## config.mk

```make
export PLATFORM = sky130hd
export DESIGN_NAME = etsr_slot_regs
export DESIGN_NICKNAME = d
export VERILOG_FILES = /design/src/etsr_pkg.sv /design/src/etsr_hour_if.sv /design/src/etsr_hour_decode.sv /design/src/etsr_slot_regs.sv
export SDC_FILE = /design/constraint.sdc
export NUM_CORES = 1
export LEC_CHECK = 0
export BUFFER_PORTS_ARGS = -buffer_cell sky130_fd_sc_hd__buf_2
export CORE_ASPECT_RATIO = 2
export CORE_MARGIN = 2
export CORE_UTILIZATION = 40
export CTS_BUF_LIST = sky130_fd_sc_hd__clkbuf_2 sky130_fd_sc_hd__clkbuf_4 sky130_fd_sc_hd__clkbuf_8
export CTS_CLUSTER_DIAMETER = 100
export CTS_CLUSTER_SIZE = 14
export DETAILED_ROUTE_END_ITERATION = 7
export SLEW_MARGIN = 10
export SYNTH_ARGS = -nofsm -noshare
export SYNTH_HDL_FRONTEND = slang
export SYNTH_SLANG_ARGS = --single-unit
```

## constraint.sdc

```tcl
create_clock -name clk_sys -period 2.6 [get_ports clk_sys]
set_input_delay 0.52 -clock clk_sys [delete_from_list [all_inputs] [get_ports clk_sys]]
set_output_delay 0.52 -clock clk_sys [all_outputs]
set_load 0.02 [all_outputs]
```

## src/etsr_pkg.sv

```systemverilog
// Constants shared by the event timestamp slot register bank
package etsr_pkg;

	// ------------------------------------------------------------
	// Register offsets
	// ------------------------------------------------------------
	localparam logic [7:0] ETSR_OFS_HOUR = 8'h3B;
	localparam logic [7:0] ETSR_OFS_DATE = 8'h3C;
	localparam logic [7:0] ETSR_OFS_MONTH = 8'h3D;
	localparam logic [7:0] ETSR_OFS_YEAR = 8'h3E;
	localparam logic [7:0] ETSR_OFS_FLAGS = 8'h3F;

	// ------------------------------------------------------------
	// Field positions
	// ------------------------------------------------------------
	localparam int ETSR_HOUR_FMT_BIT = 6;
	localparam int ETSR_HALF_DAY_BIT = 5;
	localparam int ETSR_TENS_HOURS_BIT = 4;
	localparam int ETSR_CENTURY_BIT = 7;
	localparam int ETSR_LOW_BAT_BIT = 3;
	localparam int ETSR_TO_BACKUP_BIT = 2;
	localparam int ETSR_TO_MAIN_BIT = 1;
	localparam int ETSR_INPUT_EDGE_BIT = 0;

	// ------------------------------------------------------------
	// Implemented-bit masks, unused bits read zero
	// ------------------------------------------------------------
	localparam logic [7:0] ETSR_HOUR_MASK = 8'h7F;
	localparam logic [7:0] ETSR_DATE_MASK = 8'h3F;
	localparam logic [7:0] ETSR_MONTH_MASK = 8'h9F;
	localparam logic [7:0] ETSR_YEAR_MASK = 8'hFF;
	localparam logic [7:0] ETSR_FLAGS_MASK = 8'h0F;

	// ------------------------------------------------------------
	// Reset values
	// ------------------------------------------------------------
	localparam logic [7:0] ETSR_HOUR_RST = 8'h00;
	localparam logic [7:0] ETSR_DATE_RST = 8'h00;
	localparam logic [7:0] ETSR_MONTH_RST = 8'h00;
	localparam logic [7:0] ETSR_YEAR_RST = 8'h00;
	localparam logic [7:0] ETSR_FLAGS_RST = 8'h00;

	// ------------------------------------------------------------
	// Hour arithmetic
	// ------------------------------------------------------------
	localparam logic [3:0] ETSR_UNITS_MAX = 4'h9;
	localparam logic [4:0] ETSR_HOURS_TEN = 5'h0A;
	localparam logic [4:0] ETSR_HOURS_TWENTY = 5'h14;
	localparam logic [4:0] ETSR_NOON = 5'h0C;
	localparam logic [4:0] ETSR_LAST_HOUR_24 = 5'h17;

endpackage

```

## src/etsr_hour_if.sv

```systemverilog
// Carrier between the slot registers and the hour decoder
`timescale 1ns/100ps
interface etsr_hour_if;
	logic [7:0] hour_byte; // Stored hour register
	logic [4:0] hour_bin; // Hour of day, 0 to 23
	logic hour_pm; // Afternoon indicator
	logic hour_ok; // Stored code is legal
	modport regs (output hour_byte, input hour_bin, input hour_pm, input hour_ok);
	modport dec (input hour_byte, output hour_bin, output hour_pm, output hour_ok);
endinterface

```

## src/etsr_hour_decode.sv

```systemverilog
// Decoder of the stored BCD hour into a binary hour of day
`timescale 1ns/100ps
module etsr_hour_decode
	import etsr_pkg::*;
(
	// Hour code in, decoded hour out
	etsr_hour_if.dec hif
);

	// ------------------------------------------------------------
	// Decode
	// ------------------------------------------------------------
	logic [4:0] h12; // Tens plus units
	logic [4:0] h24; // Twenties plus tens plus units
	logic units_ok; // Units digit is BCD

	// Both hour formats evaluated, format bit picks one
	always_comb begin
		h12 = {1'b0, hif.hour_byte[3:0]};
		if (hif.hour_byte[ETSR_TENS_HOURS_BIT]) begin
			h12 = 5'(h12 + ETSR_HOURS_TEN);
		end
		h24 = h12;
		if (hif.hour_byte[ETSR_HALF_DAY_BIT]) begin
			h24 = 5'(h12 + ETSR_HOURS_TWENTY);
		end
		units_ok = (hif.hour_byte[3:0] <= ETSR_UNITS_MAX);
		if (hif.hour_byte[ETSR_HOUR_FMT_BIT]) begin
			// 12-hour, bit 5 is the half-day mark
			hif.hour_pm = hif.hour_byte[ETSR_HALF_DAY_BIT];
			hif.hour_ok = units_ok && (h12 != 5'h00) && (h12 <= ETSR_NOON);
			if (hif.hour_byte[ETSR_HALF_DAY_BIT]) begin
				hif.hour_bin = (h12 == ETSR_NOON) ? ETSR_NOON : 5'(h12 + ETSR_NOON);
			end else begin
				hif.hour_bin = (h12 == ETSR_NOON) ? 5'h00 : h12;
			end
		end else begin
			// 24-hour, bit 5 is the twenties digit
			hif.hour_bin = h24;
			hif.hour_pm = (h24 >= ETSR_NOON);
			hif.hour_ok = units_ok && (h24 <= ETSR_LAST_HOUR_24) &&
				!(hif.hour_byte[ETSR_HALF_DAY_BIT] && hif.hour_byte[ETSR_TENS_HOURS_BIT]);
		end
	end

endmodule

```

## src/etsr_slot_regs.sv

```systemverilog
// Event timestamp slot: hour, date, month, year and cause flags
`timescale 1ns/100ps
module etsr_slot_regs
	import etsr_pkg::*;
(
	// Clock and reset
	input wire logic clk_sys,
	input wire logic rst,
	// Register port behind the serial interface
	input wire logic [7:0] reg_addr,
	input wire logic reg_wr_en,
	input wire logic [7:0] reg_wdata,
	input wire logic reg_rd_en,
	output logic [7:0] reg_rdata,
	// Current calendar from the clock core
	input wire logic [7:0] cal_hour,
	input wire logic [7:0] cal_date,
	input wire logic [7:0] cal_month,
	input wire logic [7:0] cal_year,
	// Timestamp trigger pulses
	input wire logic evt_input_edge,
	input wire logic evt_low_battery,
	input wire logic evt_to_backup,
	input wire logic evt_to_main,
	// Slot status
	output logic ts_captured,
	output logic [4:0] ts_hour_bin,
	output logic ts_pm,
	output logic ts_hour_ok
);

	// ------------------------------------------------------------
	// Storage
	// ------------------------------------------------------------
	logic [7:0] slot_hour_reg; // Captured hour
	logic [7:0] slot_date_reg; // Captured date
	logic [7:0] slot_month_reg; // Captured month and century
	logic [7:0] slot_year_reg; // Captured year
	logic [7:0] slot_cause_flags_reg; // Trigger causes
	logic [3:0] cause_next; // Causes of this cycle's event
	logic capture; // Any trigger this cycle

	// ------------------------------------------------------------
	// Event detection
	// ------------------------------------------------------------

	// Gather the triggers into their flag positions
	always_comb begin
		cause_next = 4'h0;
		cause_next[ETSR_LOW_BAT_BIT] = evt_low_battery;
		cause_next[ETSR_TO_BACKUP_BIT] = evt_to_backup;
		cause_next[ETSR_TO_MAIN_BIT] = evt_to_main;
		cause_next[ETSR_INPUT_EDGE_BIT] = evt_input_edge;
		capture = |cause_next;
	end

	// ------------------------------------------------------------
	// Slot registers
	// ------------------------------------------------------------

	// Hour: capture wins over a host write in the same cycle
	always_ff @(posedge clk_sys or posedge rst) begin
		if (rst) begin
			slot_hour_reg <= ETSR_HOUR_RST;
		end else if (capture) begin
			// Format bit travels with the captured hour
			slot_hour_reg <= cal_hour & ETSR_HOUR_MASK;
		end else if (reg_wr_en && reg_addr == ETSR_OFS_HOUR) begin
			slot_hour_reg <= reg_wdata & ETSR_HOUR_MASK;
		end
	end

	// Date: tens in 5:4, units in 3:0
	always_ff @(posedge clk_sys or posedge rst) begin
		if (rst) begin
			slot_date_reg <= ETSR_DATE_RST;
		end else if (capture) begin
			slot_date_reg <= cal_date & ETSR_DATE_MASK;
		end else if (reg_wr_en && reg_addr == ETSR_OFS_DATE) begin
			slot_date_reg <= reg_wdata & ETSR_DATE_MASK;
		end
	end

	// Month: century in 7, tens in 4, units in 3:0
	always_ff @(posedge clk_sys or posedge rst) begin
		if (rst) begin
			slot_month_reg <= ETSR_MONTH_RST;
		end else if (capture) begin
			slot_month_reg <= cal_month & ETSR_MONTH_MASK;
		end else if (reg_wr_en && reg_addr == ETSR_OFS_MONTH) begin
			slot_month_reg <= reg_wdata & ETSR_MONTH_MASK;
		end
	end

	// Year: tens in 7:4, units in 3:0
	always_ff @(posedge clk_sys or posedge rst) begin
		if (rst) begin
			slot_year_reg <= ETSR_YEAR_RST;
		end else if (capture) begin
			slot_year_reg <= cal_year & ETSR_YEAR_MASK;
		end else if (reg_wr_en && reg_addr == ETSR_OFS_YEAR) begin
			slot_year_reg <= reg_wdata & ETSR_YEAR_MASK;
		end
	end

	// Flags: a new event replaces the causes, and beats a host write
	always_ff @(posedge clk_sys or posedge rst) begin
		if (rst) begin
			slot_cause_flags_reg <= ETSR_FLAGS_RST;
		end else if (capture) begin
			slot_cause_flags_reg <= {4'h0, cause_next};
		end else if (reg_wr_en && reg_addr == ETSR_OFS_FLAGS) begin
			// Host may clear or preset the causes
			slot_cause_flags_reg <= reg_wdata & ETSR_FLAGS_MASK;
		end
	end

	// ------------------------------------------------------------
	// Read port
	// ------------------------------------------------------------

	// Registered read; unmapped offsets return zero
	always_ff @(posedge clk_sys or posedge rst) begin
		if (rst) begin
			reg_rdata <= 8'h00;
		end else if (reg_rd_en) begin
			unique case (reg_addr)
				ETSR_OFS_HOUR: begin
					reg_rdata <= slot_hour_reg;
				end
				ETSR_OFS_DATE: begin
					reg_rdata <= slot_date_reg;
				end
				ETSR_OFS_MONTH: begin
					reg_rdata <= slot_month_reg;
				end
				ETSR_OFS_YEAR: begin
					reg_rdata <= slot_year_reg;
				end
				ETSR_OFS_FLAGS: begin
					reg_rdata <= slot_cause_flags_reg;
				end
				default: begin
					reg_rdata <= 8'h00;
				end
			endcase
		end
	end

	// ------------------------------------------------------------
	// Hour decode
	// ------------------------------------------------------------
	etsr_hour_if hour_bus (); // Link to the decoder

	// Hand the stored hour to the decoder
	assign hour_bus.hour_byte = slot_hour_reg;

	// Combinational BCD to binary hour
	etsr_hour_decode u_hour_decode (
		.hif (hour_bus.dec)
	);

	// Decoded hour registered onto the outputs
	always_ff @(posedge clk_sys or posedge rst) begin
		if (rst) begin
			ts_hour_bin <= 5'h00;
			ts_pm <= 1'b0;
			ts_hour_ok <= 1'b0;
		end else begin
			ts_hour_bin <= hour_bus.hour_bin;
			ts_pm <= hour_bus.hour_pm;
			ts_hour_ok <= hour_bus.hour_ok;
		end
	end

	// Capture strobe, one cycle after the trigger
	always_ff @(posedge clk_sys or posedge rst) begin
		if (rst) begin
			ts_captured <= 1'b0;
		end else begin
			ts_captured <= capture;
		end
	end

	// ------------------------------------------------------------
	// Checks
	// ------------------------------------------------------------
	logic [4:0] exp24_chk; // Expected 24-hour value of stored code

	// Reference sum of the BCD digits
	always_comb begin
		exp24_chk = {1'b0, slot_hour_reg[3:0]};
		if (slot_hour_reg[ETSR_TENS_HOURS_BIT]) begin
			exp24_chk = 5'(exp24_chk + ETSR_HOURS_TEN);
		end
		if (slot_hour_reg[ETSR_HALF_DAY_BIT]) begin
			exp24_chk = 5'(exp24_chk + ETSR_HOURS_TWENTY);
		end
	end

	// A legal 12-hour code counts 1 to 12
	property p_fmt_12;
		@(posedge clk_sys) disable iff (rst)
		(ts_hour_ok && $past(slot_hour_reg[ETSR_HOUR_FMT_BIT]))
			|-> ($past(slot_hour_reg[4:0]) >= 5'h01 && $past(slot_hour_reg[4:0]) <= 5'h12);
	endproperty
	a_fmt_12: assert property (p_fmt_12) else $error("12-hour count outside 1-12");

	// In 12-hour mode the half-day bit becomes the afternoon output
	property p_half_day;
		@(posedge clk_sys) disable iff (rst)
		$past(slot_hour_reg[ETSR_HOUR_FMT_BIT], 1) |-> (ts_pm == $past(slot_hour_reg[5]));
	endproperty
	a_half_day: assert property (p_half_day) else $error("AM/PM output wrong");

	// Twenties digit lifts a legal 24-hour value to 20 or more
	property p_twenties;
		@(posedge clk_sys) disable iff (rst)
		(ts_hour_ok && !$past(slot_hour_reg[6]) && $past(slot_hour_reg[5]))
			|-> (ts_hour_bin >= ETSR_HOURS_TWENTY);
	endproperty
	a_twenties: assert property (p_twenties) else $error("Twenties digit lost");

	// 24-hour value is the sum of its digits
	property p_digits;
		@(posedge clk_sys) disable iff (rst)
		!slot_hour_reg[ETSR_HOUR_FMT_BIT] |=> (ts_hour_bin == $past(exp24_chk));
	endproperty
	a_digits: assert property (p_digits) else $error("Hour digits misdecoded");

	// Low-battery trigger sets bit 3, kept until replaced
	property p_low_bat;
		@(posedge clk_sys) disable iff (rst)
		evt_low_battery |=> slot_cause_flags_reg[ETSR_LOW_BAT_BIT]
			##1 (slot_cause_flags_reg[ETSR_LOW_BAT_BIT] || $past(capture)
			|| $past(reg_wr_en && reg_addr == ETSR_OFS_FLAGS));
	endproperty
	a_low_bat: assert property (p_low_bat) else $error("Low-battery cause not kept");

	// Backup switch sets bit 2
	property p_to_backup;
		@(posedge clk_sys) disable iff (rst)
		evt_to_backup |=> slot_cause_flags_reg[ETSR_TO_BACKUP_BIT] && ts_captured;
	endproperty
	a_to_backup: assert property (p_to_backup) else $error("Backup cause missing");

	// Main switch alone sets exactly bit 1
	property p_to_main;
		@(posedge clk_sys) disable iff (rst)
		(evt_to_main && !evt_low_battery && !evt_to_backup && !evt_input_edge)
			|=> (slot_cause_flags_reg == 8'h02);
	endproperty
	a_to_main: assert property (p_to_main) else $error("Main cause wrong");

	// Input edge sets bit 0, even against a host write
	property p_input_edge;
		@(posedge clk_sys) disable iff (rst)
		(evt_input_edge && reg_wr_en) |=> slot_cause_flags_reg[ETSR_INPUT_EDGE_BIT];
	endproperty
	a_input_edge: assert property (p_input_edge) else $error("Input cause lost");

	// Unused date bits 7:6 and month bit 6 read zero
	property p_layout;
		@(posedge clk_sys) disable iff (rst)
		(reg_rd_en && (reg_addr == ETSR_OFS_DATE || reg_addr == ETSR_OFS_MONTH))
			|=> (reg_rdata[6] == 1'b0) && ($past(reg_addr) == ETSR_OFS_MONTH || !reg_rdata[7]);
	endproperty
	a_layout: assert property (p_layout) else $error("Reserved bits read nonzero");

	// Trigger copies calendar, readable two cycles later
	property p_copy;
		@(posedge clk_sys) disable iff (rst)
		(capture && !evt_low_battery) ##1 (reg_rd_en && reg_addr == ETSR_OFS_YEAR && !capture)
			|=> (reg_rdata == $past(cal_year, 2));
	endproperty
	a_copy: assert property (p_copy) else $error("Calendar not copied");

	// Trigger beats a host write in the same cycle
	property p_capture_wins;
		@(posedge clk_sys) disable iff (rst)
		(capture && reg_wr_en && reg_addr == ETSR_OFS_YEAR)
			|=> (slot_year_reg == $past(cal_year));
	endproperty
	a_capture_wins: assert property (p_capture_wins) else $error("Write beat capture");

	// Plain year write keeps both BCD digits
	property p_year_write;
		@(posedge clk_sys) disable iff (rst)
		(reg_wr_en && reg_addr == ETSR_OFS_YEAR && !capture)
			|=> (slot_year_reg == $past(reg_wdata));
	endproperty
	a_year_write: assert property (p_year_write) else $error("Year write lost");

	// Plain hour write keeps bits 6:0, bit 7 reads zero
	property p_hour_write;
		@(posedge clk_sys) disable iff (rst)
		(reg_wr_en && reg_addr == ETSR_OFS_HOUR && !capture)
			|=> (!slot_hour_reg[7] && slot_hour_reg[6:0] == $past(reg_wdata[6:0]));
	endproperty
	a_hour_write: assert property (p_hour_write) else $error("Hour write wrong");

endmodule

```

==> After elaboration in Yosys (flattened, before gate mapping) <==
Index checks and enable logic that the tools add are counted.
{ "op_classes": {"n_mux": 19, "addsub": 3, "magnitude_cmp": 4, "eq_ne": 6, "reduce_logical": 18} }
{ "ops": {"columns": ["cell", "count"], "rows": [
  ["two-way mux 8 bit", 10],
  ["equality test 8 x 6 -> 1 bit, second input constant", 5],
  ["case mux 8 bit (5 select lines)", 1],
  ["two-way mux 5 bit", 6],
  ["logical AND 1 bit", 10],
  ["nonzero test 2 bit", 5],
  ["adder 4 x 4 -> 5 bit, second input constant", 1],
  ["adder 5 x 4 -> 5 bit, second input constant", 1],
  ["adder 5 bit, second input constant", 1],
  ["equality test 5 x 4 -> 1 bit, second input constant", 1],
  ["greater-or-equal comparator 5 x 4 -> 1 bit, second input constant", 1],
  ["less-or-equal comparator 5 x 4 -> 1 bit, second input constant", 1],
  ["less-or-equal comparator 5 bit, second input constant", 1],
  ["nonzero test 5 bit", 1],
  ["less-or-equal comparator 4 bit, second input constant", 1],
  ["OR reduction 4 bit", 1],
  ["two-way mux 1 bit", 2],
  ["zero test 1 bit", 1]
]} }
{ "totals": {"reg_bits": 56, "output_inout_bits": 16} }

==> Logic depth before layout (Yosys ltp) <==
{ "logic_depth": {"word_depth": 8, "depth_mapped": 9, "mapped_depth_nobuf": 9} }

==> Cells and area by module <==
A second synthesis with hierarchy kept.
{ "unflattened": {"cells_unflattened": 308, "area_unflattened_um2": 2937.8} }
{ "modules_own_cells": {"columns": ["mod", "n_inst", "cells_per_inst", "seq_area_each_um2", "area_each_um2"], "rows": [
  ["etsr_slot_regs", 1, 258, 1176.1, 2586.2],
  ["etsr_hour_decode", 1, 50, 0.0, 351.6]
]} }

==> Least setup slack after synthesis <==
Ideal clock, no wire load.
{ "synth_path": {"path_type": "register to register", "startpoint": "register slot_hour_reg[2] (netlist: hour_bus.hour_byte[2])", "endpoint": "register ts_hour_bin[4]", "setup_slack_ps": 387, "required_time_ps": 2518, "setup_time_ps": 82, "path_buffers": 0, "arrival_time_ps": 2131, "path_stages_with_launch": 9, "synth_period_minus_slack_ps": 2213, "path_cell_list": "dfrtp_1 > ha_1 > nand2b_1 > xor2_1 > inv_1 > ha_1 > nor3b_1 > or4b_1 > a31oi_1"} }
{ "synth_via": {"elab_chain_len": 6} }
{ "synth_lines": {"columns": ["element", "line_no", "text"], "rows": [
  ["start: declaration", "etsr_slot_regs.sv:35", "logic [7:0] slot_hour_reg;"],
  ["start signal: assignment", "etsr_slot_regs.sv:67", "slot_hour_reg <= cal_hour & ETSR_HOUR_MASK;"],
  ["start signal: assignment", "etsr_slot_regs.sv:69", "slot_hour_reg <= reg_wdata & ETSR_HOUR_MASK;"],
  ["adder 4 x 4 -> 5 bit", null, null],
  ["two-way mux 5 bit *", "etsr_hour_decode.sv:20", "if (hif.hour_byte[ETSR_TENS_HOURS_BIT]) begin"],
  ["adder 5 x 4 -> 5 bit or equality test 5 x 4 -> 1 bit (tied branches)", "etsr_hour_decode.sv:33, etsr_hour_decode.sv:35", null],
  ["two-way mux 5 bit, on equally long branches", "etsr_hour_decode.sv:33, etsr_hour_decode.sv:35", null],
  ["two-way mux 5 bit", "etsr_hour_decode.sv:32", "if (hif.hour_byte[ETSR_HALF_DAY_BIT]) begin"],
  ["two-way mux 5 bit *", "etsr_hour_decode.sv:28", "if (hif.hour_byte[ETSR_HOUR_FMT_BIT]) begin"],
  ["net hour_bus.hour_bin[4]", "etsr_hour_if.sv:5", "logic [4:0] hour_bin;"],
  ["end signal: assignment", "etsr_slot_regs.sv:170", "ts_hour_bin <= hour_bus.hour_bin;"],
  ["end: declaration", "etsr_slot_regs.sv:27", "output logic [4:0] ts_hour_bin,"]
]} }
The timed path passes the listed nets; every way through them passes the cells marked *.
A chain may end at the register's enable or synchronous reset.

==> Final worst setup path <==
{ "layout_path": {"startpoint": "register slot_hour_reg[1] (netlist: hour_bus.hour_byte[1])", "endpoint": "register ts_hour_ok"} }
{ "layout_via": {"elab_chain_len": 8} }
{ "layout_lines": {"columns": ["element", "line_no", "text"], "rows": [
  ["adder 4 x 4 -> 5 bit", null, null],
  ["two-way mux 5 bit", "etsr_hour_decode.sv:20", null],
  ["adder 5 bit", null, null],
  ["two-way mux 5 bit", "etsr_hour_decode.sv:24", "if (hif.hour_byte[ETSR_HALF_DAY_BIT]) begin"],
  ["less-or-equal comparator 5 bit", "etsr_hour_decode.sv:41", "hif.hour_ok = units_ok && (h24 <= ETSR_LAST_HOUR_24) &&"],
  ["logical AND 1 bit (2 in a row)", "etsr_hour_decode.sv:41", null],
  ["two-way mux 1 bit *", "etsr_hour_decode.sv:28", null],
  ["net hour_bus.hour_ok", "etsr_hour_if.sv:7", "logic hour_ok;"],
  ["end signal: assignment", "etsr_slot_regs.sv:172", "ts_hour_ok <= hour_bus.hour_ok;"],
  ["end: declaration", "etsr_slot_regs.sv:29", "output logic ts_hour_ok"]
]} }
Marked as above.

==> flow_metrics.py <==
metrics = {
    "status": {
        "status": "complete, no violations",
    },
    "timing": {
        "tightest_slew_ns": 0.634,
        "skew_ns": 0.00504,
        "fin_crit_sh_pct": 92.1,
        "drv_slew": 0,
        "rsz0062_at_grt": "false",
        "clock.fmax_mhz": 418,
        "maxSlewHeadroom_pct": 57.4,
        "fin_setup_tns_ns": 0,
        "setup_violations": 0,
        "hold_viol_final": 0,
        "period_minus_slack_ns": 2.39,
    },
    "placement": {
        "routabilityCongestion": 0.872,
        "hpwlAfterDp_mm": 5.37,
        "numPortBuffers": 66,
    },
    "logic_synthesis": {
        "synth_commonest_cells": "dfrtp_1, a21oi_1, mux2i_1",
        "synth_cells": 267,
        "synth_flop_cell": "dfrtp_1",
        "avgSynthCellArea_um2": 10.1,
        "async_flop_share_pct": 100,
        "yosys-top-cells-area": "dfrtp_1, mux2i_1, a21oi_1",
        "yosysMostFrequentCell": "dfrtp_1",
        "synth_area_um2": 2690,
        "synth-edff-count": 0,
        "synth_cell_types": 50,
        "yosysTopAreaCellShare_pct": 43.8,
        "ys_seq_area_share_pct": 43.8,
        "ys.warnings.count": 0,
        "ys_seq_elements": 47,
        "synth_nets": 327,
        "yosys.area.top_type": "dfrtp_1",
    },
    "cts": {
        "cts-htree-levels": 2,
        "post_cts_buffers": 0,
        "clk_latency_ns": 0.32,
        "cts_made_buffers": 5,
        "path_clk_slew_ns": 0.09,
        "cts_buffer_depth": 2,
        "cts-root-buf": "clkbuf_8",
        "cts_resized": 0,
        "cts.sinks": 47,
        "ctsHoldBuffers": 0,
        "cts_tree": "built",
    },
    "setup_path": {
        "worstPathArrival_ns": 2.60,
        "worst_path_dominant_cell_family": "compound AO/OA/AOI/OAI gates",
        "r2r_start": "hour_bus.hour_byte[1]$_DFFE_PP0P_",
        "crit_top_cell": "ha_1",
        "reg2reg_depth": 9,
        "critical_path_class": "register to register",
        "path_cells": "ha_1 > nand2b_1 > xor2_1 > inv_1 > ha_1 > a21boi_0 > a22oi_1 > and3_1 > o32ai_1",
        "path_depth": 9,
        "required_ns": 2.80,
        "worst_setup_path_start_kind": "register",
        "end_kind": "register",
        "r2r_setup_slack_ns": 0.21,
        "cp_slowest_cell": "dfrtp_1",
        "worst_path_largest_cell_delay_ns": 0.39,
        "crit_buf_inv": 1,
        "r2r_end": "ts_hour_ok$_DFF_PP0_",
        "startpoint": "hour_bus.hour_byte[1]$_DFFE_PP0P_",
        "path_max_fanout": 5,
    },
    "final_layout": {
        "fillers": 673,
        "area_delta_synth_final_pct": 18.8,
        "fin_util_pct": 48.6,
        "antenna_cells": 0,
        "drive_gt1_share_pct": 30.6,
        "nNetsFinal": 389,
    },
    "run": {
        "maxCapViolCount": 0,
    },
    "global_routing": {
        "antenna_found_initial": 0,
        "grt_overflow": 0,
        "grt_max_degree": 48,
        "grt_pass1_wl_mm": 11.5,
        "track_usage_pct": 21.4,
        "grt_pass1_vias": 2280,
    },
    "floorplan": {
        "fp.dieH_um": 120,
        "rows": 42,
        "die_x_um": 61.9,
        "num_io_pins": 72,
        "start_util_pct": 40.9,
        "design.core.area_um2": 6570,
        "fp.dieArea_um2": 7420,
    },
    "detailed_routing": {
        "vias": 2234,
        "drc": 0,
        "avgViaCountPerCell": 5.34,
        "drt_wl_total_mm": 7.04,
        "drtAntennaViolNets": 0,
        "wl_per_cell_um": 16.8,
        "drt_iter0_drc": 60,
        "dr.pass1.iters": 4,
    },
    "power_and_ir_drop": {
        "power_leakage_nw": 1.54,
        "power_density_nw_per_um2": 510,
        "ir_worst_vdd_uv": 289,
    },
    "hold_path": {
        "worstHoldPathType": "primary input to asynchronous set/reset pin",
    },
}
## placed cells by master, fill, tap and decap left out, types with 5 or more instances in the layout
cell      instances
buf_2            66
dfrtp_1          47
a21oi_1          28
mux2i_1          27
nor2_1           23
inv_1            15
nand2b_1          9
o22ai_1           9
nand2_1           7
o221a_2           7
nand3_1           6
buf_4             6
nor2b_1           5
clkbuf_8          5
## report_power, final
group          total [W]  switching [W]  internal (W)
Sequential      0.000814      0.0000316      0.000782
Combinational   0.000350       0.000202      0.000148
Clock           0.000464       0.000254      0.000210
Total            0.00163       0.000488       0.00114
## routing by layer
metal / global-route usage (%) / vias up / part of all wire (%)
met1: 24.6 / 1058 / 38
met5: 0 / - / 0
li1: - / 1100 / -
met4: 9.44 / 0 / 2.5
met2: 37.4 / 64 / 56
met3: 2.80 / 12 / 3.5
## cell families (layout without fill, tap and decap cells)
| logic type | Yosys count | after routing | share of synthesized area, % |
|---|---|---|---|
| AND/OR/NAND/NOR | 70 | 70 | 15.9 |
| flip-flops | 47 | 47 | 43.8 |
| XOR/XNOR | 4 | 4 | 1.58 |
| AO/OA/AOI/OAI | 77 | 77 | 19.8 |
| adder cells (fa/ha/maj) | 4 | 4 | 1.86 |
| multiplexers | 30 | 30 | 11.3 |
| buffers and inverters | 35 | 98 | 5.73 |
## worst register-to-register path, stage by stage, from the launching register on
cell,delay [ns]
dfrtp_1,0.39
ha_1,0.20
nand2b_1,0.18
xor2_1,0.33
inv_1,0.11
ha_1,0.26
a21boi_0,0.16
a22oi_1,0.36
and3_1,0.21
o32ai_1,0.09
## final cells by class
| class | count | area, µm² | share of cell area, % |
|---|---|---|---|
| multi-input cells | 185 | 1360 | 42.5 |
| clock inverters | 1 | 5.00 | 0.157 |
| clock buffers | 7 | 83.8 | 2.63 |
| inverters | 17 | 63.8 | 2.00 |
| flip-flops and latches | 47 | 1180 | 36.9 |
| repair buffers | 73 | 395 | 12.4 |
| well taps | 88 | 110 | 3.45 |
## through the flow
step                      instances  total power, W  worst slack (ns)  cell area (µm²)  hold slack (ns)
final                           418         0.00163             0.206             3190            0.337
after global routing            418         0.00172            0.0704             3190            0.412
after CTS                       418         0.00164             0.222             3190            0.382
after detailed placement        410         0.00118             0.261             3100            0.513
after global placement          410         0.00117             0.330             3100            0.516
after floorplan                 267         0.00105             0.387             2690            0.484
## worst max-delay path by stage
stage                                     to
floorplan           ts_hour_bin[4]$_DFF_PP0_
global placement    ts_hour_bin[4]$_DFF_PP0_
detailed placement  ts_hour_bin[4]$_DFF_PP0_
CTS                 ts_hour_bin[4]$_DFF_PP0_
global route        ts_hour_bin[4]$_DFF_PP0_
finish                  ts_hour_ok$_DFF_PP0_
No activity file was read; power rests on OpenSTA's default activity.
